`config.mk`:
```
export PLATFORM = sky130hd
export DESIGN_NAME = ldc_top
export DESIGN_NICKNAME = d
export VERILOG_FILES = /design/src/ldc_pkg.sv /design/src/ldc_drv_if.sv /design/src/ldc_peak_calc.sv /design/src/ldc_top.sv
export SDC_FILE = /design/constraint.sdc
export NUM_CORES = 1
export LEC_CHECK = 0
export ABC_CLOCK_PERIOD_IN_PS = 19800
export BUFFER_PORTS_ARGS = -buffer_cell sky130_fd_sc_hd__buf_4
export CAP_MARGIN = 30
export CORE_MARGIN = 1.5
export CORE_UTILIZATION = 50
export CTS_CLUSTER_DIAMETER = 150
export DETAILED_ROUTE_END_ITERATION = 16
export PLACE_DENSITY = 0.65
export SYNTH_ARGS = -nofsm -noshare
export SYNTH_HDL_FRONTEND = slang
export SYNTH_SLANG_ARGS = --single-unit
```
`constraint.sdc`:
```
create_clock -name ref_clk_i -period 19.8 [get_ports ref_clk_i]
set_clock_uncertainty 0.1 [all_clocks]
set_input_delay 0.99 -clock ref_clk_i [delete_from_list [all_inputs] [get_ports ref_clk_i]]
set_output_delay 0.99 -clock ref_clk_i [all_outputs]
set_load 0.05 [all_outputs]
```
`src/ldc_pkg.sv`:
```
package ldc_pkg;
  // ----------------------------------------------------------------
  // register map
  // ----------------------------------------------------------------
  localparam int          ADDR_W        = 8;
  localparam int          DATA_W        = 16;
  localparam logic [7:0]  OFF_DRV_A     = 8'h23;
  localparam logic [7:0]  OFF_DRV_B     = 8'h24;
  localparam logic [7:0]  OFF_FINE      = 8'h25;
  localparam logic [15:0] DRV_RST       = 16'h3000;
  localparam logic [15:0] FINE_RST      = 16'h030C;
  localparam logic [15:0] FINE_MASK     = 16'h07DF;
  // ----------------------------------------------------------------
  // field positions
  // ----------------------------------------------------------------
  localparam int          STRENGTH_BIT  = 13;
  localparam int          SLEW_HI       = 6;
  localparam int          SLEW_LO       = 4;
  localparam int          COARSE_HI     = 3;
  localparam int          COARSE_LO     = 0;
  localparam int          FINE_A_HI     = 4;
  localparam int          FINE_A_LO     = 0;
  localparam int          FINE_B_HI     = 10;
  localparam int          FINE_B_LO     = 6;
  localparam logic [4:0]  FINE_RST_CODE = 5'h0C;
  // ----------------------------------------------------------------
  // peak target terms, fixed point: coarse x100 mA, fine x1000, scale x10
  // ----------------------------------------------------------------
  localparam logic [14:0] COARSE_BASE   = 15'h0AF0;
  localparam logic [10:0] COARSE_STEP   = 11'h060A;
  localparam logic [10:0] FINE_BASE     = 11'h02C6;
  localparam logic [4:0]  FINE_STEP     = 5'h18;
  localparam logic [3:0]  SCALE_LOW     = 4'h4;
  localparam logic [3:0]  SCALE_FULL    = 4'hA;
  localparam int          PEAK_W        = 29;
endpackage

```
`src/ldc_drv_if.sv`:
```
`timescale 1ns/100ps
interface ldc_drv_if;
  import ldc_pkg::*;
  logic              strength;
  logic [3:0]        coarse;
  logic [4:0]        fine;
  logic [PEAK_W-1:0] peak;
  modport cfg  (output strength, output coarse, output fine, input peak);
  modport calc (input strength, input coarse, input fine, output peak);
endinterface

```
`src/ldc_peak_calc.sv`:
```
`timescale 1ns/100ps
module ldc_peak_calc
  import ldc_pkg::*;
(
  input  wire logic ref_clk_i,
  input  wire logic resetn_i,
  ldc_drv_if.calc   drv
);
  logic [14:0] coarse_term;
  logic [10:0] fine_term;
  logic [3:0]  scale_term;
  logic [29:0] product;

  // ----------------------------------------------------------------
  // peak target in nA: coarse x fine x scale
  // ----------------------------------------------------------------
  always_comb
  begin
    // operands widened first so the step product cannot wrap at its own width
    coarse_term = COARSE_BASE + 15'(COARSE_STEP) * 15'(drv.coarse);
    fine_term   = FINE_BASE + 11'(FINE_STEP) * 11'(drv.fine);
    scale_term  = drv.strength ? SCALE_FULL : SCALE_LOW;
    product     = 30'(coarse_term) * 30'(fine_term) * 30'(scale_term);
  end

  // registered so the long multiply sits alone in its path
  always_ff @(posedge ref_clk_i or negedge resetn_i)
  begin
    if (!resetn_i)
      drv.peak <= '0;
    else
      drv.peak <= product[PEAK_W-1:0];
  end

  // the edge that releases reset still samples reset low, so no check starts there
  AST_PEAK_FORMULA: assert property (@(posedge ref_clk_i) disable iff (!resetn_i)
    resetn_i |=> drv.peak == 29'((30'd2800 + 30'd1546 * $past(drv.coarse)) * (30'd710 + 30'd24 * $past(drv.fine))
                   * ($past(drv.strength) ? 30'd10 : 30'd4)))
    else $error("peak target does not follow coarse, fine and scale");
endmodule // ldc_peak_calc

```
`src/ldc_top.sv`:
```
`timescale 1ns/100ps
// Operation
// - bit 13 sets driver A full or 40%
// - bit 13 sets driver B full or 40%
// - bits 6:4 select driver A slew
// - bits 6:4 select driver B slew
// - bits 3:0 set driver A coarse current
// - bits 3:0 set driver B coarse current
// - driver A peak is coarse, fine, scale product
// - driver B peak uses fine bits 10:6
// - fine fields at 4:0, 10:6, reset 0xC
module ldc_top
  import ldc_pkg::*;
(
  input  wire logic              ref_clk_i,
  input  wire logic              resetn_i,
  input  wire logic [ADDR_W-1:0] addr_i,
  input  wire logic              wr_en_i,
  input  wire logic [DATA_W-1:0] wr_data_i,
  input  wire logic              rd_en_i,
  output logic      [DATA_W-1:0] rd_data_o,
  output logic                   rd_valid_o,
  output logic                   drv_a_strength_sel_o,
  output logic      [2:0]        drv_a_slew_sel_o,
  output logic      [3:0]        drv_a_coarse_code_o,
  output logic      [4:0]        drv_a_fine_trim_o,
  output logic                   drv_b_strength_sel_o,
  output logic      [2:0]        drv_b_slew_sel_o,
  output logic      [3:0]        drv_b_coarse_code_o,
  output logic      [4:0]        drv_b_fine_trim_o,
  output logic      [PEAK_W-1:0] drv_a_peak_na_o,
  output logic      [PEAK_W-1:0] drv_b_peak_na_o
);
  // ----------------------------------------------------------------
  // decode
  // ----------------------------------------------------------------
  function automatic logic hit(input logic [ADDR_W-1:0] a, input logic [ADDR_W-1:0] off);
    hit = (a == off);
  endfunction

  logic [DATA_W-1:0] drv_reg [2];
  logic [DATA_W-1:0] fine_reg;
  logic [ADDR_W-1:0] drv_off [2];

  assign drv_off[0] = OFF_DRV_A;
  assign drv_off[1] = OFF_DRV_B;

  // ----------------------------------------------------------------
  // driver setting registers
  // ----------------------------------------------------------------
  // reserved bits are stored as written; a bad write is visible on read-back
  genvar g;
  generate
    for (g = 0; g < 2; g++)
    begin : g_drv
      always_ff @(posedge ref_clk_i or negedge resetn_i)
      begin
        if (!resetn_i)
          drv_reg[g] <= DRV_RST;
        else if (wr_en_i && hit(addr_i, drv_off[g]))
          drv_reg[g] <= wr_data_i;
      end
    end
  endgenerate

  // ----------------------------------------------------------------
  // shared fine adjust register
  // ----------------------------------------------------------------
  always_ff @(posedge ref_clk_i or negedge resetn_i)
  begin
    if (!resetn_i)
      fine_reg <= FINE_RST;
    else if (wr_en_i && hit(addr_i, OFF_FINE))
      fine_reg <= wr_data_i & FINE_MASK;
  end

  // ----------------------------------------------------------------
  // read port
  // ----------------------------------------------------------------
  always_ff @(posedge ref_clk_i or negedge resetn_i)
  begin
    if (!resetn_i)
    begin
      rd_data_o  <= '0;
      rd_valid_o <= 1'b0;
    end
    else
    begin
      rd_valid_o <= rd_en_i;
      if (rd_en_i)
      begin
        if (hit(addr_i, OFF_DRV_A))
          rd_data_o <= drv_reg[0];
        else if (hit(addr_i, OFF_DRV_B))
          rd_data_o <= drv_reg[1];
        else if (hit(addr_i, OFF_FINE))
          rd_data_o <= fine_reg;
        else
          rd_data_o <= '0;
      end
    end
  end

  // ----------------------------------------------------------------
  // driver controls, taken straight from the registers
  // ----------------------------------------------------------------
  assign drv_a_strength_sel_o = drv_reg[0][STRENGTH_BIT];
  assign drv_b_strength_sel_o = drv_reg[1][STRENGTH_BIT];
  assign drv_a_slew_sel_o     = drv_reg[0][SLEW_HI:SLEW_LO];
  assign drv_b_slew_sel_o     = drv_reg[1][SLEW_HI:SLEW_LO];
  assign drv_a_coarse_code_o  = drv_reg[0][COARSE_HI:COARSE_LO];
  assign drv_b_coarse_code_o  = drv_reg[1][COARSE_HI:COARSE_LO];
  assign drv_a_fine_trim_o    = fine_reg[FINE_A_HI:FINE_A_LO];
  assign drv_b_fine_trim_o    = fine_reg[FINE_B_HI:FINE_B_LO];

  // ----------------------------------------------------------------
  // peak target per driver
  // ----------------------------------------------------------------
  ldc_drv_if drv_a ();
  ldc_drv_if drv_b ();

  assign drv_a.strength  = drv_a_strength_sel_o;
  assign drv_a.coarse    = drv_a_coarse_code_o;
  assign drv_a.fine      = drv_a_fine_trim_o;
  assign drv_b.strength  = drv_b_strength_sel_o;
  assign drv_b.coarse    = drv_b_coarse_code_o;
  assign drv_b.fine      = drv_b_fine_trim_o;
  assign drv_a_peak_na_o = drv_a.peak;
  assign drv_b_peak_na_o = drv_b.peak;

  ldc_peak_calc u_calc_a (
    .ref_clk_i (ref_clk_i),
    .resetn_i  (resetn_i),
    .drv       (drv_a.calc)
  );

  ldc_peak_calc u_calc_b (
    .ref_clk_i (ref_clk_i),
    .resetn_i  (resetn_i),
    .drv       (drv_b.calc)
  );

  // ----------------------------------------------------------------
  // checks
  // ----------------------------------------------------------------
  AST_STRENGTH_A: assert property (@(posedge ref_clk_i) disable iff (!resetn_i)
    wr_en_i && addr_i == 8'h23 |=> drv_a_strength_sel_o == $past(wr_data_i[13]))
    else $error("driver A strength does not follow bit 13");
  AST_STRENGTH_B: assert property (@(posedge ref_clk_i) disable iff (!resetn_i)
    wr_en_i && addr_i == 8'h24 |=> drv_b_strength_sel_o == $past(wr_data_i[13]))
    else $error("driver B strength does not follow bit 13");
  AST_SLEW_A: assert property (@(posedge ref_clk_i) disable iff (!resetn_i)
    wr_en_i && addr_i == 8'h23 |=> drv_a_slew_sel_o == $past(wr_data_i[6:4]) && drv_b_slew_sel_o == $past(drv_b_slew_sel_o))
    else $error("driver A slew does not follow bits 6:4");
  AST_SLEW_B: assert property (@(posedge ref_clk_i) disable iff (!resetn_i)
    wr_en_i && addr_i == 8'h24 |=> drv_b_slew_sel_o == $past(wr_data_i[6:4]) && drv_a_slew_sel_o == $past(drv_a_slew_sel_o))
    else $error("driver B slew does not follow bits 6:4");
  AST_COARSE_A: assert property (@(posedge ref_clk_i) disable iff (!resetn_i)
    wr_en_i && addr_i == 8'h23 |=> drv_a_coarse_code_o == $past(wr_data_i[3:0]))
    else $error("driver A coarse does not follow bits 3:0");
  AST_COARSE_B: assert property (@(posedge ref_clk_i) disable iff (!resetn_i)
    wr_en_i && addr_i == 8'h24 |=> drv_b_coarse_code_o == $past(wr_data_i[3:0]))
    else $error("driver B coarse does not follow bits 3:0");
  AST_FINE_B: assert property (@(posedge ref_clk_i) disable iff (!resetn_i)
    wr_en_i && addr_i == 8'h25 |=> drv_b_fine_trim_o == $past(wr_data_i[10:6]))
    else $error("driver B fine trim does not follow bits 10:6");
  AST_FINE_A: assert property (@(posedge ref_clk_i) disable iff (!resetn_i)
    wr_en_i && addr_i == 8'h25 |=> drv_a_fine_trim_o == $past(wr_data_i[4:0]))
    else $error("driver A fine trim does not follow bits 4:0");
  AST_PEAK_A_LAG: assert property (@(posedge ref_clk_i) disable iff (!resetn_i)
    wr_en_i && addr_i == 8'h23 && wr_data_i[13] == 1'b1 && wr_data_i[3:0] == 4'h0 && !$past(wr_en_i)
    ##1 !wr_en_i |-> ##1 drv_a_peak_na_o == 29'(30'd28000 * (30'd710 + 30'd24 * drv_a_fine_trim_o)))
    else $error("driver A peak at coarse 0 full strength is wrong");
  AST_PEAK_B_LAG: assert property (@(posedge ref_clk_i) disable iff (!resetn_i)
    wr_en_i && addr_i == OFF_DRV_B && !wr_data_i[STRENGTH_BIT] && wr_data_i[COARSE_HI:COARSE_LO] == 4'h0
    ##1 !wr_en_i |-> ##1 drv_b_peak_na_o == 29'(30'h2BC0 * (30'h02C6 + 30'h0018 * drv_b_fine_trim_o)))
    else $error("driver B peak at coarse 0 reduced strength is wrong");

  // ----------------------------------------------------------------
  // read port and hold checks
  // ----------------------------------------------------------------
  // a write beside the read moves the controls on the same edge that captures the old read data, so those cycles are left out
  AST_RD_A: assert property (@(posedge ref_clk_i) disable iff (!resetn_i)
    rd_en_i && !wr_en_i && addr_i == OFF_DRV_A
    |=> rd_data_o[STRENGTH_BIT] == drv_a_strength_sel_o && rd_data_o[SLEW_HI:SLEW_LO] == drv_a_slew_sel_o
        && rd_data_o[COARSE_HI:COARSE_LO] == drv_a_coarse_code_o)
    else $error("driver A read-back differs from its controls");
  AST_RD_B: assert property (@(posedge ref_clk_i) disable iff (!resetn_i)
    rd_en_i && !wr_en_i && addr_i == OFF_DRV_B
    |=> rd_data_o[STRENGTH_BIT] == drv_b_strength_sel_o && rd_data_o[SLEW_HI:SLEW_LO] == drv_b_slew_sel_o
        && rd_data_o[COARSE_HI:COARSE_LO] == drv_b_coarse_code_o)
    else $error("driver B read-back differs from its controls");
  AST_RD_FINE: assert property (@(posedge ref_clk_i) disable iff (!resetn_i)
    rd_en_i && !wr_en_i && addr_i == OFF_FINE
    |=> rd_data_o[FINE_A_HI:FINE_A_LO] == drv_a_fine_trim_o && rd_data_o[FINE_B_HI:FINE_B_LO] == drv_b_fine_trim_o
        && (rd_data_o & ~FINE_MASK) == 16'h0000)
    else $error("fine adjust read-back differs from the trims");
  AST_RD_UNMAPPED: assert property (@(posedge ref_clk_i) disable iff (!resetn_i)
    rd_en_i && addr_i != OFF_DRV_A && addr_i != OFF_DRV_B && addr_i != OFF_FINE
    |=> rd_data_o == 16'h0000)
    else $error("unmapped read does not return zero");
  AST_RD_VALID: assert property (@(posedge ref_clk_i) disable iff (!resetn_i)
    rd_en_i |=> rd_valid_o)
    else $error("read valid missing after a read strobe");
  AST_RD_VALID_DROP: assert property (@(posedge ref_clk_i) disable iff (!resetn_i)
    !rd_en_i |=> !rd_valid_o)
    else $error("read valid without a read strobe");
  AST_RD_HOLD: assert property (@(posedge ref_clk_i) disable iff (!resetn_i)
    !rd_en_i |=> $stable(rd_data_o))
    else $error("read data moved without a read");
  // controls move only on a write to their own register
  AST_HOLD_A: assert property (@(posedge ref_clk_i) disable iff (!resetn_i)
    !(wr_en_i && addr_i == OFF_DRV_A)
    |=> $stable(drv_a_strength_sel_o) && $stable(drv_a_slew_sel_o) && $stable(drv_a_coarse_code_o))
    else $error("driver A controls moved without a write");
  AST_HOLD_B: assert property (@(posedge ref_clk_i) disable iff (!resetn_i)
    !(wr_en_i && addr_i == OFF_DRV_B)
    |=> $stable(drv_b_strength_sel_o) && $stable(drv_b_slew_sel_o) && $stable(drv_b_coarse_code_o))
    else $error("driver B controls moved without a write");
  AST_HOLD_FINE: assert property (@(posedge ref_clk_i) disable iff (!resetn_i)
    !(wr_en_i && addr_i == OFF_FINE)
    |=> $stable(drv_a_fine_trim_o) && $stable(drv_b_fine_trim_o))
    else $error("fine trims moved without a write");
endmodule // ldc_top

```
### After elaboration in Yosys (flattened, before gate mapping)

Cells that the tools add are included.

| storage, ports and cells | value |
|---|---|
| input bits | 28 |
| word-level logic and storage cells | 30 |
| register bits | 117 |

| operators by class | value |
|---|---|
| $mul | 8 |
| add/subtract/negate cells | 4 |
| eq/ne operators | 3 |
| muxes and demuxes | 5 |
| reduce and logical (&&, ||, !) cells | 3 |

Operators by type and width:

| operator | count |
|---|---|
| 26-bit by 4-bit multiplier with 29-bit output | 2 |
| 15-bit by 11-bit multiplier with 26-bit output | 2 |
| 16-bit two-way mux | 2 |
| 12-bit by 15-bit adder with 15-bit output, first input constant | 2 |
| 10-bit by 4-bit multiplier with 14-bit output, first input constant | 2 |
| 8-bit by 6-bit == test with 1-bit output, second input constant | 3 |
| 10-bit by 10-bit adder with 11-bit output, first input constant | 2 |
| 2-bit by 5-bit multiplier with 7-bit output, first input constant | 2 |
| 11-bit two-way mux | 1 |
| 4-bit two-way mux | 2 |
| 1-bit logical AND | 3 |

### Longest topological paths before layout

| depth | value |
|---|---|
| depth after elaboration | 4 |
| mapped depth | 42 |

### Cells and area by module

From an unflattened synthesis, not the netlist that was laid out.

| second synthesis, totals | value |
|---|---|
| cell total of the unflattened synthesis | 1995 |
| area total of the unflattened synthesis | 18278.8 um2 |

Modules (own cells, without submodules):

| module | area each (um2) | cells each | seq. area each (um2) | instances |
|---|---|---|---|---|
| ldc_peak_calc (u_calc_a) | 7865.0 | 919 | 650.6 | 1 |
| ldc_peak_calc (u_calc_b) | 7732.4 | 871 | 650.6 | 1 |
| ldc_top | 2681.3 | 205 | 1486.4 | 1 |

### Least setup slack after synthesis

Ideal clock, no wire load.

| path | value |
|---|---|
| path kind | reg-to-reg |
| start point | register fine_reg[0] |
| end point | register u_calc_a.drv.peak[27] |
| slack | 10467 ps |
| stages on the path, launching flop included | 39 |
| required time | 19620 ps |
| arrival | 9153 ps |
| cell sequence | dfrtp_1 > ha_1 > inv_1 > fa_1 > inv_1 > a21oi_1 > nor2_1 > nor2_1 > xor2_1 > nor2_1 > a211oi_1 > clkbuf_1 > nor2_1 > fa_1 > inv_1 > fa_1 > fa_1 > inv_1 > [... 3 more ...] > inv_1 > ha_1 > a21o_1 > a21o_1 > or4_1 > o21a_1 > a21oi_1 > xnor2_1 > and2_1 > fa_1 > ha_1 > ha_1 > and2_1 > a22o_1 > a311oi_1 > o31ai_1 > a21oi_1 > xnor2_1 |

| between the ends | value |
|---|---|
| longest elaborated chain between the ends | 4 |

Ends and longest elaborated chain:

| what | line | source |
|---|---|---|
| from (decl) | ldc_top.sv:42 | `logic [DATA_W-1:0] fine_reg;` |
| from (signal assigned) | ldc_top.sv:74 | `fine_reg <= wr_data_i & FINE_MASK;` |
| 2-bit by 5-bit multiplier with 7-bit output | ldc_peak_calc.sv:21 | `fine_term = FINE_BASE + 11'(FINE_STEP) * 11'(drv.fine);` |
| 10-bit by 10-bit adder with 11-bit output | ldc_peak_calc.sv:21 |  |
| 15-bit by 11-bit multiplier with 26-bit output | ldc_peak_calc.sv:23 | `product = 30'(coarse_term) * 30'(fine_term) * 30'(scale_term);` |
| 26-bit by 4-bit multiplier with 29-bit output | ldc_peak_calc.sv:23 |  |
| named net u_calc_a.product[27] | ldc_peak_calc.sv:12 | `logic [29:0] product;` |
| to (signal assigned) | ldc_peak_calc.sv:32 | `drv.peak <= product[PEAK_W-1:0];` |
| to (decl) | ldc_drv_if.sv:9 | `modport calc (input strength, input coarse, input fine, output peak);` |

The timed path passes the listed nets, and every way through them passes these cells.
A chain may end at the register's enable or synchronous reset.

### Worst setup path after layout

Ends and elaborated chain as after synthesis.

==> results.sh <==
export IMPL_status="finished clean"
export IMPL_cp_required_ns=20.01
export IMPL_core_sq_um=35500
export IMPL_cts_max_level=3
export IMPL_place_hpwl_mm=33.4
export IMPL_hold_buffers=0
export IMPL_cts_tree="built"
export IMPL_syn_inst=1959
export IMPL_clock_tree_root_cell="clkbuf_16"
export IMPL_cts_setup_buffers=0
export IMPL_instances_no_fill=2481
export IMPL_ys_seq_area_share_pct=15.5
export IMPL_wire_per_inst_um=16.3
export IMPL_cts_buffer_depth=2
export IMPL_max_slew_margin_rel_pct=28.5
export IMPL_worstMarginPinSlew_ns=1.06
export IMPL_antenna_found_initial=0
export IMPL_fin_nets=2553
export IMPL_crit_type="reg -> reg"
export IMPL_clock_fmax_mhz=94.4
export IMPL_grt_pass1_vias=13400
export IMPL_ys_warn_count=0
export IMPL_cp_common_cell="fa_1"
export IMPL_hold_viol=0
export IMPL_cts_buffers=9
export IMPL_routabilityCongestion=0.928
export IMPL_regArea_sq_um=2790
export IMPL_multi_input_area_sq_um=13600
export IMPL_grt_pass1_wl_mm=69.5
export IMPL_r2r_cells=35
export IMPL_die_h_um=193
export IMPL_synth_area_leaders="fa_1 22%, ha_1 22%, dfrtp_1 14%, inv_1 6.4%, nor2_1 4.3%"
export IMPL_crit_fanout=18
export IMPL_io_buffers=122
export IMPL_vias_per_cell=5.25
export IMPL_start_util_pct=50.7
export IMPL_fin_crit_ns=10.60
export IMPL_synth_top_area_share_pct=21.9
export IMPL_crit_cells=35
export IMPL_place_inst=2465
export IMPL_crit_slowest_cell="xnor2_1"
export IMPL_cts_resized=0
export IMPL_drc=0
export IMPL_synth_avg_cell_area_sq_um=9.18
export IMPL_dieArea_sq_um=37100
export IMPL_track_usage_pct=23.6
export IMPL_drive_above_1_share_pct=11.4
export IMPL_synth_distinct_cells=71
export IMPL_fillers=3269
export IMPL_slew_viol_final=0
export IMPL_drt_iter0_drc=534
export IMPL_min_period_over_period_pct=53.5
export IMPL_rsz0062_at_grt="false"
export IMPL_dr_pass1_iters=5
export IMPL_fin_setup_tns_ns=0
export IMPL_vias=13000
export IMPL_antenna_left=0
export IMPL_synth_edff_count=0
export IMPL_grt_ovfl_total=0
export IMPL_cp_num_buf_inv=7
export IMPL_hold_depth=1
export IMPL_num_antenna_cells=0
export IMPL_drv_cap=0
export IMPL_cts_sink_count=111
export IMPL_cp_data_arrival_time_ns=10.80
export IMPL_reg_largest_list="u_calc_a.drv.peak: 26 flops, u_calc_b.drv.peak: 26 flops"
export IMPL_die_x_um=193
export IMPL_area_delta_synth_final_pct=8.20
export IMPL_rows=69
export IMPL_yosysMostFrequentCell="ha_1"
export IMPL_hold_class="reg -> reg"
export IMPL_cts_clk_slew_worst_paths_ns=0.08
export IMPL_startpoint_type="flop"
export IMPL_wl_mm=40.4
export IMPL_end_kind="flop"
export IMPL_whs_ns=0.411
export IMPL_netlist_area_sq_um=18000
export IMPL_insertion_delay_ns=0.38
export IMPL_critPathTopFamily="adder cells"
export IMPL_crit_path_max_incr_delay_ns=0.86
export IMPL_grt_max_degree=64
export IMPL_synth_flop_cell="dfrtp_1"
export IMPL_yosysTopAreaCell="fa_1"
export IMPL_utilization_pct=54.8
export IMPL_finalSetupViolCount=0
export IMPL_boundaryPins=129
export IMPL_synthTopCellsByCount="313 x ha_1, 307 x inv_1, 208 x nor2_1, 197 x fa_1, 104 x nand2_1"
export IMPL_synthArstFlopShare_pct=100
export IMPL_ys_ff_latch=111
final timing paths:
kind                             start                    end  slack [ns]
max                        fine_reg[0]  u_calc_a.drv.peak[27]        9.20
min                        drv_reg[15]            drv_reg[15]        0.41
max reg2reg                fine_reg[0]  u_calc_a.drv.peak[27]        9.20
min reg2reg                drv_reg[15]            drv_reg[15]        0.41
max in group asynchronous     resetn_i   u_calc_a.drv.peak[5]       17.77
min in group asynchronous     resetn_i  u_calc_a.drv.peak[28]        0.56
cell type report:
type	count	area share, %
Tap cell	461	2.96
Multi-Input combinational cell	1447	70.0
Sequential cell	111	14.3
Timing Repair Buffer	136	5.29
Clock inverter	7	0.289
Inverter	310	5.98
Clock buffer	9	1.16
routing by layer:
| metal | vias up | wire (um) | track usage (%) |
|---|---|---|---|
| li1 | 6439 | - | - |
| met1 | 6275 | 21100 | 37.0 |
| met5 | - | 0 | 0 |
| met2 | 275 | 16900 | 34.5 |
| met4 | 0 | 472 | 4.44 |
| met3 | 26 | 2010 | 3.24 |
worst reg2reg max path, delay by kind of cell, from the launching register on:
| family | cells | cell delay [ns] |
|---|---|---|
| DFF | 1 | 0.73 |
| adders and majority gates | 12 | 4.95 |
| AOI/OAI and AO/OA | 8 | 1.70 |
| xor gates and xnor gates | 4 | 1.37 |
| buffers and inverters | 7 | 0.69 |
| and+or+nand+nor | 4 | 0.98 |
through the flow:
step	worst slack [ns]	instance area [sq um]
after floorplan	10.47	18000
after global placement	9.19	19100
after detailed placement	9.22	19200
after CTS	9.16	19500
after global routing	8.42	19500
final	9.20	19500
cell families (layout without fill, tap and decap cells):
group	after synthesis	after routing	synth area share [%]
compound gates	319	319	12.0
xor+xnor	110	110	5.43
fa+ha+maj	510	510	43.7
buf+inv	407	462	8.93
flops	111	111	15.5
mux	47	47	2.91
other cells	1	7	0.0209
simple gates	454	454	11.5
cells in the final DEF (no fill, tap or decap), types with 12 or more instances in the layout:
cell | Yosys | layout
ha_1 | 313 | 313
inv_1 | 307 | 307
nor2_1 | 208 | 208
fa_1 | 197 | 197
buf_4 | 20 | 135
nand2_1 | 104 | 104
dfrtp_1 | 103 | 103
a21oi_1 | 87 | 87
a21o_1 | 71 | 71
xnor2_1 | 69 | 69
and2_1 | 53 | 53
o21ai_0 | 47 | 47
mux2_2 | 43 | 43
xor2_1 | 40 | 40
nand2b_1 | 23 | 23
o21a_1 | 19 | 19
nor2b_1 | 16 | 16
a22oi_1 | 16 | 16
o21bai_1 | 15 | 15
nand3_1 | 14 | 14
or2_2 | 12 | 12
Power is not shown: default switching activity piles up to over one toggle a cycle in this logic, so the estimate is an artifact.
